==> src/rtl/mmu_hwreg_regs.vh <==
`ifndef MMU_HWREG_REGS_VH
`define MMU_HWREG_REGS_VH

// Coprocessor register/select numbers
`define REGNUM_PINNED 5'h06
`define REGNUM_HWENA 5'h07
`define REGNUM_PGRAIN 5'h05
`define SEL_PGRAIN 3'h1
`define SEL_ZERO 3'h0

// Page granularity fields
`define PG_SPE_BIT 28
`define PG_SPLIT_BIT 27
`define PG_RESET 32'h00000000

// Pinned boundary
`define PIN_W 5
`define PIN_RESET 5'h00
`define TB_ENTRIES 32
`define TB_TOP 5'h1F

// Access mask register
`define HW_TLP_BIT 29
`define HW_MASK_W 4
`define HW_RESET 32'h00000000
`define TLP_HWNUM 5'h1D

// Exception codes
`define EXC_LOAD_MISS 5'h02
`define EXC_READ_INH 5'h13
`define EXC_EXEC_INH 5'h14
`define EXC_RESV_INSTR 5'h0A

// Low entry frame field shift when small pages on
`define SMALL_PFN_SHIFT 2

`endif

==> src/rtl/replace_ptr.v <==
`timescale 1ns/1ps
`include "mmu_hwreg_regs.vh"

// Replacement pointer cycling between the pinned boundary and the top entry
module replace_ptr (
   input wire clk,
   input wire nrst,
   input wire reload,
   input wire step,
   input wire [4:0] lower,
   output reg [4:0] ptr_q
);
   reg [4:0] ptr_d;

   always @* begin
      ptr_d = ptr_q;
      if (reload) begin
         ptr_d = `TB_TOP; // RQ11
      end else if (step) begin
         // Wrap back to top entry so pinned slots are never chosen
         if (ptr_q <= lower || ptr_q == 5'h00)
            ptr_d = `TB_TOP; // RQ18
         else
            ptr_d = ptr_q - 5'h01;
      end
   end

   always @(posedge clk) begin
      if (!nrst)
         ptr_q <= `TB_TOP;
      else
         ptr_q <= ptr_d;
   end
endmodule

==> src/rtl/mmu_page_and_hwreg_access_regs.v <==
// Notes on behaviour
// RQ1: Small pages on: low-entry frame field holds address to bit 10, shifted two left.
// RQ2: Small pages on: extra mask bits writable, appended below main mask bits.
// RQ3: Small pages on: vpn extension and address bits 12:11 writable, used in match.
// RQ4: No small-page support present: enable bit ignores writes, reads zero.
// RQ5: Bit 27 clear: inhibit faults use load-miss code; set: dedicated codes.
// RQ6: Reserved bits read zero in all three registers.
// RQ7: Pinned boundary field is bits 4:0, splitting fixed and replaceable entries.
// RQ8: Random-slot write never targets an entry below the boundary.
// RQ9: Indexed-slot write may target any entry.
// RQ10: Pinned boundary clears to zero on reset.
// RQ11: Any boundary write sets the replacement pointer to its top.
// RQ12: Software must keep boundary below entry count; otherwise undefined.
// RQ13: Boundary register exists only with a translation buffer, else reserved.
// RQ14: Access mask bit n lets the hardware-register read reach register n.
// RQ15: Clear mask bit denies that hardware-register read.
// RQ16: Denied hardware-register read raises reserved instruction exception.
// RQ17: Bit 29 enables hardware-register read of the thread-local pointer.
// RQ18: Replacement pointer stays between boundary and top index inclusive.
`timescale 1ns/1ps
`include "mmu_hwreg_regs.vh"

module mmu_page_and_hwreg_access_regs #(
   parameter HAS_TB = 1,
   parameter SMALL_PAGE_PRESENT = 1
) (
   input wire clk,
   input wire nrst,
   // Coprocessor register access
   input wire cop_wr,
   input wire [4:0] cop_reg,
   input wire [2:0] cop_sel,
   input wire [31:0] cop_wdata,
   output reg [31:0] cop_rdata,
   // Translation buffer write instructions
   input wire random_slot_write,
   input wire indexed_slot_write,
   input wire [4:0] index_value,
   output wire slot_write_en,
   output wire [4:0] slot_write_idx,
   output wire [4:0] replace_ptr_out,
   // Small page shaping of entry fields
   input wire [21:0] phys_addr_hi,
   input wire [15:0] page_size_mask_main,
   input wire [1:0] extra_mask_bits,
   input wire [1:0] vpn_extension_in,
   output reg [25:0] phys_frame_field,
   output reg [17:0] entry_dont_care,
   output reg [1:0] vpn_extension,
   output wire small_page_enable,
   // Inhibit fault coding
   input wire read_inhibit_fault,
   input wire exec_inhibit_fault,
   output reg [4:0] inhibit_exc_code,
   // Hardware-register read instruction
   input wire hw_reg_read_instr,
   input wire [4:0] hw_reg_num,
   output wire hw_read_grant,
   output wire hw_read_deny,
   output wire [4:0] hw_read_exc_code
);
   reg spe_q;
   reg split_q;
   reg [4:0] pinned_q;
   reg tlp_q;
   reg [3:0] mask_q;

   function sel_hit;
      input [4:0] r;
      input [2:0] s;
      input [4:0] rw;
      input [2:0] sw;
      begin
         sel_hit = (r == rw) && (s == sw);
      end
   endfunction

   wire wr_pg = cop_wr && sel_hit(cop_reg, cop_sel, `REGNUM_PGRAIN, `SEL_PGRAIN);
   // Without a translation buffer the boundary is reserved
   wire wr_pin = cop_wr && (HAS_TB != 0) &&
      sel_hit(cop_reg, cop_sel, `REGNUM_PINNED, `SEL_ZERO); // RQ13
   wire wr_hw = cop_wr && sel_hit(cop_reg, cop_sel, `REGNUM_HWENA, `SEL_ZERO);

   always @(posedge clk) begin
      if (!nrst) begin
         spe_q <= 1'b0;
         split_q <= 1'b0;
         pinned_q <= `PIN_RESET; // RQ10
         tlp_q <= 1'b0;
         mask_q <= 4'h0;
      end else begin
         if (wr_pg) begin
            spe_q <= (SMALL_PAGE_PRESENT != 0) & cop_wdata[`PG_SPE_BIT]; // RQ4
            split_q <= cop_wdata[`PG_SPLIT_BIT]; // RQ5
         end
         if (wr_pin)
            pinned_q <= cop_wdata[`PIN_W-1:0]; // RQ7
         if (wr_hw) begin
            tlp_q <= cop_wdata[`HW_TLP_BIT]; // RQ17
            mask_q <= cop_wdata[`HW_MASK_W-1:0]; // RQ14
         end
      end
   end

   assign small_page_enable = spe_q;

   // Reserved bits return zero
   always @* begin
      cop_rdata = 32'h00000000; // RQ6
      if (sel_hit(cop_reg, cop_sel, `REGNUM_PGRAIN, `SEL_PGRAIN)) begin
         cop_rdata[`PG_SPE_BIT] = spe_q;
         cop_rdata[`PG_SPLIT_BIT] = split_q;
      end else if (sel_hit(cop_reg, cop_sel, `REGNUM_PINNED, `SEL_ZERO)) begin
         if (HAS_TB != 0)
            cop_rdata[`PIN_W-1:0] = pinned_q; // RQ13
      end else if (sel_hit(cop_reg, cop_sel, `REGNUM_HWENA, `SEL_ZERO)) begin
         cop_rdata[`HW_TLP_BIT] = tlp_q;
         cop_rdata[`HW_MASK_W-1:0] = mask_q;
      end
   end

   // Replacement pointer
   wire [4:0] rptr;
   replace_ptr u_replace_ptr (
      .clk(clk),
      .nrst(nrst),
      .reload(wr_pin), // RQ11
      .step(random_slot_write),
      .lower(pinned_q),
      .ptr_q(rptr)
   );
   assign replace_ptr_out = rptr;

   // Random write clamps to boundary; indexed write reaches any slot
   assign slot_write_en = random_slot_write | indexed_slot_write;
   assign slot_write_idx = indexed_slot_write ? index_value : // RQ9
      ((rptr < pinned_q) ? pinned_q : rptr); // RQ8

   // Small page field shaping
   always @* begin
      if (spe_q) begin
         phys_frame_field = {phys_addr_hi[21:0], 4'h0}; // RQ1
         entry_dont_care = {page_size_mask_main, extra_mask_bits}; // RQ2
         vpn_extension = vpn_extension_in; // RQ3
      end else begin
         phys_frame_field = {2'h0, phys_addr_hi[21:0], 2'h0};
         entry_dont_care = {page_size_mask_main, 2'h3};
         vpn_extension = 2'h0;
      end
   end

   always @* begin
      inhibit_exc_code = `EXC_LOAD_MISS; // RQ5
      if (split_q && read_inhibit_fault)
         inhibit_exc_code = `EXC_READ_INH;
      else if (split_q && exec_inhibit_fault)
         inhibit_exc_code = `EXC_EXEC_INH;
   end

   // Hardware-register read permission
   wire hw_allowed = (hw_reg_num < 5'h04) ? mask_q[hw_reg_num[1:0]] : // RQ14
      (hw_reg_num == `TLP_HWNUM) ? tlp_q : 1'b0; // RQ17
   assign hw_read_grant = hw_reg_read_instr & hw_allowed;
   assign hw_read_deny = hw_reg_read_instr & ~hw_allowed; // RQ15
   assign hw_read_exc_code = hw_read_deny ? `EXC_RESV_INSTR : 5'h00; // RQ16
endmodule

==> config.mk <==
export PLATFORM = sky130hd
export DESIGN_NAME = mmu_page_and_hwreg_access_regs
export DESIGN_NICKNAME = d
export VERILOG_FILES = /design/src/rtl/replace_ptr.v /design/src/rtl/mmu_page_and_hwreg_access_regs.v
export VERILOG_INCLUDE_DIRS = /design/src /design/src/rtl
export SDC_FILE = /design/constraint.sdc
export NUM_CORES = 1
export LEC_CHECK = 0
export BUFFER_PORTS_ARGS = -buffer_cell sky130_fd_sc_hd__buf_2
export CAP_MARGIN = 20
export CORE_MARGIN = 4
export CORE_UTILIZATION = 32
export DETAILED_ROUTE_END_ITERATION = 8
export PLACE_DENSITY = 0.79
export SKIP_LAST_GASP = 1
export SLEW_MARGIN = 20
export SYNTH_ARGS = -nofsm -noshare
export SYNTH_HDL_FRONTEND = slang
export SYNTH_SLANG_ARGS = --single-unit
==> constraint.sdc <==
create_clock -name clk -period 2.05 [get_ports clk]
set_clock_uncertainty 0.15 [all_clocks]
set_input_delay 0.3075 -clock clk [delete_from_list [all_inputs] [get_ports clk]]
set_output_delay 0.3075 -clock clk [all_outputs]
set_load 0.1 [all_outputs]
Word-level counts from Yosys, hierarchy flattened --
Cells that the tools add are included.
Operators by class: $add $sub $neg 1, order comparisons 4, eq/ne operators 5, multiplexer cells 21, bitwise logic cells 5, reduce and logical (&&, ||, !) cells 12
Operator list (count):
- 5-bit 2-to-1 mux | 6
- 26-bit 2-to-1 mux | 1
- 5-bit by 3-bit equality test with 1-bit output, second input constant | 3
- 4-bit 2-to-1 mux | 3
- 1-bit logical AND | 8
- 1-bit 2-to-1 mux | 7
- 2-bit 2-to-1 mux | 3
- 5-bit equality test, second input constant | 1
- 5-bit less-or-equal comparator | 1
- 5-bit logical NOT | 1
- 5-bit by 3-bit < comparator with 1-bit output, second input constant | 1
- 5-bit < comparator | 1
- 5-bit by 1-bit subtractor with 5-bit output, second input constant | 1
- 3-bit by 1-bit equality test with 1-bit output, second input constant | 1
- 3-bit logical NOT | 1
- 2-bit by 3-bit < comparator with 1-bit output, second input constant | 1
- 1-bit bitwise AND | 2
- 1-bit binary-select mux with 2-bit select | 1
- 1-bit NOT | 2
- 2-bit OR reduction | 1
- 1-bit logical OR | 1
- 1-bit bitwise OR | 1
Storage, ports and cells: register bits after elaboration 17, input bits 100, word-level logic and storage cells 54

Longest topological paths before layout --
Gate-level depths: netlist of the first run.
depth in word-level cells 6, depth in mapped cells 6

By module --
From an unflattened synthesis of the first run, not the netlist that was laid out.
Unflattened totals: cell total of the unflattened synthesis 251, area total of the unflattened synthesis 1986.9 µm²
Modules (own cells, without submodules):
- mmu_page_and_hwreg_access_regs | instances 1, cells an instance 209, area an instance 1631.6 µm², seq. area each 240.2 µm²
- replace_ptr | instances 1, cells an instance 42, area an instance 355.3 µm², seq. area each 100.1 µm²

Least setup slack after synthesis of the first run --
OpenSTA, ideal clock, no wires.
path type input to output, start point in cop_sel[1], end point out cop_rdata[4], arrival 2.799 ns, slack -1.207 ns, stages on the path 3, cell sequence nor4b_4 -> nand2_1 -> nor3_1
On the way: cells in the longest elaborated chain, start to end 4, elaborated cells between the ends (all ways) 6, those cells by class eq/ne: 1; mux: 2; reduce/logical: 3
RTL lines:
- from (decl) | line mmu_page_and_hwreg_access_regs.v:32 | input wire [2:0] cop_sel,
- 3-bit logical NOT | line mmu_page_and_hwreg_access_regs.v:74 | sel_hit = (r == rw) && (s == sw);
- 1-bit logical AND | line mmu_page_and_hwreg_access_regs.v:74
- 1-bit 2-to-1 mux | line mmu_page_and_hwreg_access_regs.v:113 | end else if (sel_hit(cop_reg, cop_sel, `REGNUM_PINNED, `SEL_ZERO)) begin
- 5-bit 2-to-1 mux * | line mmu_page_and_hwreg_access_regs.v:110 | if (sel_hit(cop_reg, cop_sel, `REGNUM_PGRAIN, `SEL_PGRAIN)) begin
- to (decl) | line mmu_page_and_hwreg_access_regs.v:34 | output reg [31:0] cop_rdata,
Mark *: on every way between the ends. The rest lies on a longest branch, timed or not.

Worst setup path after layout of the first run --
start point reg pinned_q[1], end point out slot_write_idx[3]
On the way: cells in the longest elaborated chain, start to end 3
RTL lines:
- from (decl) | line mmu_page_and_hwreg_access_regs.v:64 | reg [4:0] pinned_q;
- from (signal assigned) | line mmu_page_and_hwreg_access_regs.v:88 | pinned_q <= `PIN_RESET;
- from (signal assigned) | line mmu_page_and_hwreg_access_regs.v:97 | pinned_q <= cop_wdata[`PIN_W-1:0];
- 5-bit < comparator | line mmu_page_and_hwreg_access_regs.v:137 | ((rptr < pinned_q) ? pinned_q : rptr);
- 5-bit 2-to-1 mux | line mmu_page_and_hwreg_access_regs.v:137
- 5-bit 2-to-1 mux | line mmu_page_and_hwreg_access_regs.v:136 | assign slot_write_idx = indexed_slot_write ? index_value :
- to (decl) | line mmu_page_and_hwreg_access_regs.v:40 | output wire [4:0] slot_write_idx,
No other way between the ends.

==> Implementation_results.wiki, run 1 <==
{| class="wikitable"
! Metric !! Value
|-
| Global-route wire length before repair || 8949 um
|-
| Clock-pin slew of the registers on the worst-case setup and hold paths || 0.06 ns
|-
| Hold Violations, Final || 0
|-
| Crit path largest cell delay || 0.34 ns
|-
| Area overhead of the layout relative to synthesis || 56.60%
|-
| Number of nets with antenna violations after detailed routing || 0
|-
| Final global-route overflow total || 0
|-
| Average instance area after synthesis || 8.928 um2
|-
| RSZ-0062 raised after global routing || true
|-
| TritonRoute pass-1 iters || 4
|-
| Longest Clk Path Bufs || 2
|-
| Effective utilization at floorplan || 0.3336
|-
| Number of placed I/O pins || 202
|-
| Average detailed-routed wire length per instance || 14.89 um
|-
| Number of antenna violations at the first check in global routing || 0
|-
| Result of the run || complete, but fails checks
|-
| Clock tree from TritonCTS || done
|-
| First-iteration detailed-routing DRC count || 51
|-
| F_max || 384.4 MHz
|-
| Top-count cell post-synth || buf_4
|-
| Violations in the final reports || negative setup slack
|-
| Final setup vio count || 8
|-
| Setup Crit Path Kind || reg -> out
|-
| Max Slew Vio Count || 0
|-
| Number of flops mapped to enable cells by yosys || 0
|-
| Synthesis warning total || 0
|-
| Met2 usage in global routing || 0.2957
|-
| Leakage power total || 1.375 nW
|-
| Detailed Route WL || 5822 um
|-
| Synth cell types || 39
|-
| Top FF cell, synth || dfxtp_1
|-
| Pin count of the biggest net entering global routing || 32
|-
| Sequential element share of the synthesized area || 0.1842
|-
| Final total power || 1.357 mW
|-
| Total inserted antenna cells || 0
|-
| Number of design rule violations left after detail routing || 0
|-
| Largest vdd supply drop || 0.3229 mV
|-
| Number of port buffers || 115
|-
| Total power divided by cell area || 468.9 nW/um2
|-
| Via-to-Cell Ratio || 4.540
|-
| Vertical die dimension || 84.00 um
|-
| Fill cells || 508
|-
| Number of flip-flops and latches in the synthesized netlist || 17
|-
| # Max-Cap Violations || 0
|-
| Number of H-tree levels || 1
|-
| Critical path data required time || 1.59 ns
|-
| Area enclosed by the die boundary || 7055 um2
|-
| Time the final worst path needs with I/O delays and setup || 2.602 ns
|-
| Vias after detailed routing || 1775
|-
| Mapped Area || 1848 um2
|-
| Number of placement rows || 27
|-
| Share of the cycle needed by the critical path after routing || 1.269
|-
| Worst hold slack || 0.1670 ns
|-
| Path class of the lowest-slack min-delay path || in -> reg
|-
| Post-route standard cell area excluding fillers || 2894 um2
|-
| Overall fraction of global-route tracks in use || 0.1567
|-
| Crit-path most repeated cell || mux2_4
|-
| TritonCTS buffer count || 3
|-
| Die X-Extent || 84.00 um
|-
| Arrival time reported for the critical path endpoint || 2.14 ns
|-
| Cell-by-cell listing of the critical path || inv_2 > ha_4 > nand4_4 > o221ai_4 > mux2_4 > mux2_4 > buf_12
|-
| Share of async-settable or async-resettable flops after synthesis || 0
|-
| Endpoint class of the critical path || output port
|-
| Post-DP HPWL || 4920 um
|-
| Root cell of the clock tree || clkbuf_8
|-
| Met1 Resource Use GR || 0.1711
|-
| Vias in the first global route || 1823
|-
| Source-to-sink clock delay at the later pin of the worst-skew pair || 0.25 ns
|-
| Largest area contributor in the netlist || buf_4
|-
| Global placer's final weighted congestion || 0.8177
|-
| Sink count of the clock tree || 17
|-
| Worst Setup Slack, final || -0.5516 ns
|-
| Worst slack at placement || -0.4077 ns
|-
| Post-Syn Instances || 207
|-
| Sort of element at the start of the critical path || flop
|-
| Yosys top cell area share || 0.1991
|-
| Highest net fanout along the worst path || 5
|-
| Layout cells sized above 1 || 0.6708
|-
| Met3 Use GR || 0.04146
|-
| Top post-synthesis cells by count || buf_4 (49), mux2_2 (25), dfxtp_1 (17), mux2i_1 (15), nor2b_1 (12)
|-
| Sum Neg Setup Slack || -2.815 ns
|-
| Total Nets Final || 426
|-
| Placed Instance Area || 2720 um2
|-
| Cell types occupying the most area after synthesis || buf_4 (20%), dfxtp_1 (18%), mux2_2 (15%), mux2i_1 (8.1%), ha_1 (4.1%)
|-
| Standard cell core area || 5540 um2
|-
| Highest-delay cell along the critical path || dfxtp_2
|-
| GR peak layer || met2
|}
## cell type report
| class | count | area [um2] | share of cell area |
|---|---|---|---|
| repair buffers | 134 | 973.4 | 0.3364 |
| clock buffers | 4 | 45.04 | 0.01556 |
| well taps | 72 | 90.09 | 0.03113 |
| flip-flops and latches | 17 | 372.9 | 0.1288 |
| multi-input cells | 155 | 1375 | 0.4751 |
| inverters | 9 | 37.54 | 0.01297 |
## state kept, by name (all words and copies together), names as in the netlist
name / count
pinned_q: 5
u_replace_ptr.ptr_q: 5
mask_q: 4
small_page_enable: 1
split_q: 1
tlp_q: 1
## critical path, delay by kind of cell (launching register included)
family          cells  cell delay (ns)
flops               1             0.34
buf+inv             2             0.22
simple gates        1             0.12
compound gates      1             0.32
fa+ha+maj           1             0.27
mux                 2             0.62
## cell families (layout without fill, tap and decap cells)
logic type,after synthesis,after routing,share of synthesized area
flops,17,17,0.1842
compound gates,11,11,0.05755
simple gates,60,60,0.2004
other cells,1,30,0.002029
xor+xnor,3,3,0.01422
mux,45,45,0.2701
fa+ha+maj,6,6,0.04062
buf+inv,64,147,0.2309
## metrics by stage
stage	cells	utilization
6_report	391	0.5224
3_3_place_gp	383	0.4910
4_1_cts	391	0.5196
3_5_place_dp	383	0.4910
5_1_grt	391	0.5224
2_1_floorplan	236	-
## placed cells by master (no fill, tap or decap), drive strengths merged
| cell type | netlist | routed |
|---|---|---|
| buf | 51 | 134 |
| conb | 1 | 30 |
| mux2 | 29 | 29 |
| dfxtp | 17 | 17 |
| mux2i | 15 | 15 |
| nor2b | 12 | 12 |
| nand2 | 9 | 9 |
| inv | 9 | 8 |
| and2 | 8 | 8 |
| nor2 | 7 | 7 |
| nand4 | 7 | 7 |
| ha | 6 | 6 |
| clkbuf | 4 | 4 |
| nand2b | 3 | 3 |
| nand3 | 3 | 3 |
| a21oi | 2 | 2 |
| xnor2 | 2 | 2 |
| a21boi | 2 | 2 |
| nor4b | 2 | 2 |
| nor3 | 2 | 2 |
| o31ai | 2 | 2 |
| nor3b | 1 | 1 |
| and3b | 1 | 1 |
| and3 | 1 | 1 |
| nand3b | 1 | 1 |
| clkinvlp | 0 | 1 |
| o221ai | 1 | 1 |
| or2 | 1 | 1 |
| mux4 | 1 | 1 |
| o21a | 1 | 1 |
| nand4b | 1 | 1 |
| and4 | 1 | 1 |
| o32a | 1 | 1 |
| a21bo | 1 | 1 |
| xor2 | 1 | 1 |
| o21ai | 1 | 1 |
## per-layer routing
layer  wire [um]  up-vias  share of wire
li1            -      858              -
met1        2198      828           0.38
met2        3077       85           0.53
met3         494        4          0.085
met4          51        0         0.0088
met5           0        -              0
## timing repair
item | CTS | global route
cloned | 0 | 0
gates resized for setup | 29 | 4
hold endpoints to repair | 0 | 0
endpoints found under the setup margin | 9 | 9
pin swaps | 6 | 1
hold buffers | 0 | 0
setup buffers | 4 | 0
## worst paths after layout
| kind | depth (start not counted) | to | slack, ns | startpoint |
|---|---|---|---|---|
| max | 7 | slot_write_idx[3] | -0.55 | pinned_q[1]$_SDFFE_PN0P_ |
| min | 3 | tlp_q$_SDFFE_PN0P_ | 0.17 | cop_wdata[29] |
| max reg2reg | 7 | u_replace_ptr.ptr_q[4]$_SDFFE_PP1P_ | 0.17 | pinned_q[1]$_SDFFE_PN0P_ |
| min reg2reg | 2 | split_q$_SDFFE_PN0P_ | 0.38 | split_q$_SDFFE_PN0P_ |
## power by group
group | total (mW) | switching [mW] | internal (mW)
clock | 0.246 | 0.108 | 0.138
sequential | 0.333 | 0.00332 | 0.330
combinational | 0.778 | 0.618 | 0.161
total | 1.36 | 0.729 | 0.628
(Power assumes the default switching activity.)
==> inputs of run 2 (changes only) <==
--- a/config.mk
+++ b/config.mk
@@ -10,6 +10,7 @@
 export CAP_MARGIN = 20
 export CORE_MARGIN = 4
 export CORE_UTILIZATION = 32
+export CTS_BUF_LIST = sky130_fd_sc_hd__clkbuf_8
 export DETAILED_ROUTE_END_ITERATION = 8
 export PLACE_DENSITY = 0.79
 export SKIP_LAST_GASP = 1
==> run 2 against run 1 <==
  * Largest cell class unchanged
  * The run still ends with negative setup slack left
  * Sequential power hardly changed
  * First-iteration DRC count stayed put
  * Hold slack better by 0.00056 ns
  * Critical endpoint unchanged
  * Die area stayed put
  * Count of clock-buffer cells in the layout is 1 lower
  * Core utilization stayed put
  * Final cell count stayed put
  * Register-to-register slack hardly changed
  * Power is 0.41% lower
  * Sequential share of layout area stayed put
  * Via count hardly changed
  * Maximum frequency hardly changed
==> Implementation_results.wiki, run 2 (same netlist as run 1, synthesis figures left out) <==
{| class="wikitable"
! Metric !! Value
|-
| Number of nets with antenna violations after detailed routing || 0
|-
| Global placer's final weighted congestion || 0.8177
|-
| Final total power || 1.351 mW
|-
| Count of non-filler cells in the finished layout || 391
|-
| Result of the run || complete, but fails checks
|-
| First-iteration detailed-routing DRC count || 51
|-
| Largest vdd supply drop || 0.3229 mV
|-
| Arrival time reported for the critical path endpoint || 2.14 ns
|-
| Root cell of the clock tree || clkbuf_8
|-
| Total power divided by cell area || 467.0 nW/um2
|-
| Fill cells || 508
|-
| RSZ-0062 raised after global routing || true
|-
| Via-to-Cell Ratio || 4.542
|-
| Total Nets Final || 426
|-
| Number of placed I/O pins || 202
|-
| Number of placement rows || 27
|-
| Finished Core Util || 0.5224
|-
| Overall fraction of global-route tracks in use || 0.1567
|-
| Worst Hold Depth || 3
|-
| Critical path data required time || 1.59 ns
|-
| # Max-Cap Violations || 0
|-
| Area of all sequential standard cells || 372.9 um2
|-
| F_max || 384.4 MHz
|-
| Setup Crit Path Kind || reg -> out
|-
| Endpoint class of the critical path || output port
|-
| Highest net fanout along the worst path || 5
|-
| Average detailed-routed wire length per instance || 14.88 um
|-
| Vias in the first global route || 1823
|-
| Standard cell core area || 5540 um2
|-
| Clock tree from TritonCTS || done
|-
| Final setup vio count || 8
|-
| Die X-Extent || 84.00 um
|-
| Leakage power total || 1.380 nW
|-
| Vertical die dimension || 84.00 um
|-
| Layout cells sized above 1 || 0.6708
|-
| Total inserted antenna cells || 0
|-
| Global-route wire length before repair || 8949 um
|-
| Share of the cycle needed by the critical path after routing || 1.269
|-
| Clock-pin slew of the registers on the worst-case setup and hold paths || 0.06 ns
|-
| Vias after detailed routing || 1776
|-
| Max Slew Vio Count || 0
|-
| Area overhead of the layout relative to synthesis || 56.60%
|-
| Most common cell after layout, fill and taps aside || buf_2
|-
| Effective utilization at floorplan || 0.3336
|-
| Longest Clk Path Bufs || 2
|-
| Multi-input gate area in the final layout || 1375 um2
|-
| TritonCTS buffer count || 3
|-
| Area enclosed by the die boundary || 7055 um2
|-
| Violations in the final reports || negative setup slack
|-
| TritonRoute pass-1 iters || 4
|-
| Number of design rule violations left after detail routing || 0
|-
| Time the final worst path needs with I/O delays and setup || 2.602 ns
|-
| Launching point of the worst reg2reg path || pinned_q[1]$_SDFFE_PN0P_
|-
| Detailed Route WL || 5818 um
|-
| Pin count of the biggest net entering global routing || 32
|-
| Worst hold slack || 0.1676 ns
|-
| Post-DP HPWL || 4920 um
|-
| Reg2reg end || u_replace_ptr.ptr_q[4]$_SDFFE_PP1P_
|-
| Worst setup slack for register-to-register paths || 0.17 ns
|-
| Number of port buffers || 115
|-
| Depth of the worst register-to-register path || 7
|-
| Hold worst-path end || tlp_q$_SDFFE_PN0P_
|-
| Sink count of the clock tree || 17
|-
| Final global-route overflow total || 0
|-
| Path class of the lowest-slack min-delay path || in -> reg
|-
| Worst Setup Slack, final || -0.5516 ns
|-
| Hold Violations, Final || 0
|-
| Number of H-tree levels || 1
|-
| Beginning of the worst hold path || cop_wdata[29]
|-
| Top library cells by usage in the layout, fill and taps aside || buf_2 (98), conb_1 (30), mux2_2 (20), buf_4 (19), buf_12 (17)
|-
| Sort of element at the start of the critical path || flop
|-
| Biggest registers after layout || pinned_q: 5 flops, u_replace_ptr.ptr_q: 5 flops, mask_q: 4 flops
|-
| Source-to-sink clock delay at the later pin of the worst-skew pair || 0.25 ns
|-
| # placed instances || 383
|-
| Number of antenna violations at the first check in global routing || 0
|-
| Hold-fix buffers at CTS || 0
|}
-- run 2: cell count changes in the layout (fill, tap and decap cells not counted) --
cell	delta
clkbuf_1	-1
inv_1	+1
-- run 2: repair_timing --
action | CTS | global route
pin swaps | 6 | 1
setup endpoints to repair | 9 | 9
resized for setup | 29 | 4
setup buffers | 4 | 0
-- run 2: layout make-up --
cell class	instances	share of cell area
tap	72	0.03113
timing repair buffer	134	0.3364
sequential	17	0.1288
inverter	9	0.01297
clock inverter	1	0.001297
multi-input combinational	155	0.4751
clock buffer	3	0.01427
-- run 2: report_power, final --
part | internal [mW] | switching [mW]
registers | 0.330 | 0.00332
clock network | 0.133 | 0.108
logic | 0.161 | 0.618
total | 0.623 | 0.728
-- run 2: worst max-delay path by stage --
stage / cells after the start / slack [ns] / start / to
detailed placement: 7 / -0.41 / pinned_q[2]$_SDFFE_PN0P_ / slot_write_idx[3]
CTS: 7 / -0.55 / pinned_q[4]$_SDFFE_PN0P_ / slot_write_idx[3]
global route: 8 / -0.63 / pinned_q[4]$_SDFFE_PN0P_ / slot_write_idx[1]
global placement: 7 / -0.35 / pinned_q[1]$_SDFFE_PN0P_ / slot_write_idx[4]
floorplan: 2 / -0.38 / read_inhibit_fault / inhibit_exc_code[2]
finish: 7 / -0.55 / pinned_q[1]$_SDFFE_PN0P_ / slot_write_idx[3]
-- run 2: through the flow --
stage | area [um2] | setup TNS (ns) | setup slack [ns]
after floorplan | 2180 | -2.416 | -0.3825
after global placement | 2720 | -1.644 | -0.3536
after detailed placement | 2720 | -1.903 | -0.4077
after CTS | 2879 | -2.833 | -0.5518
after global routing | 2894 | -3.319 | -0.6273
final | 2894 | -2.813 | -0.5516
-- run 2: critical path, stage by stage, from the launching register on --
cell	delay, ns
dfxtp_2	0.34
inv_2	0.05
ha_4	0.27
nand4_4	0.12
o221ai_4	0.32
mux2_4	0.33
mux2_4	0.29
buf_12	0.17
-- run 2: layer usage --
layer / track usage / part of all wire / wire length, um / up-vias
met1: 0.1711 / 0.38 / 2195 / 829
met5: 0 / 0 / 0 / -
met3: 0.04146 / 0.085 / 494 / 4
met4: 0.04094 / 0.0088 / 51 / 0
li1: - / - / - / 858
met2: 0.2957 / 0.53 / 3077 / 85
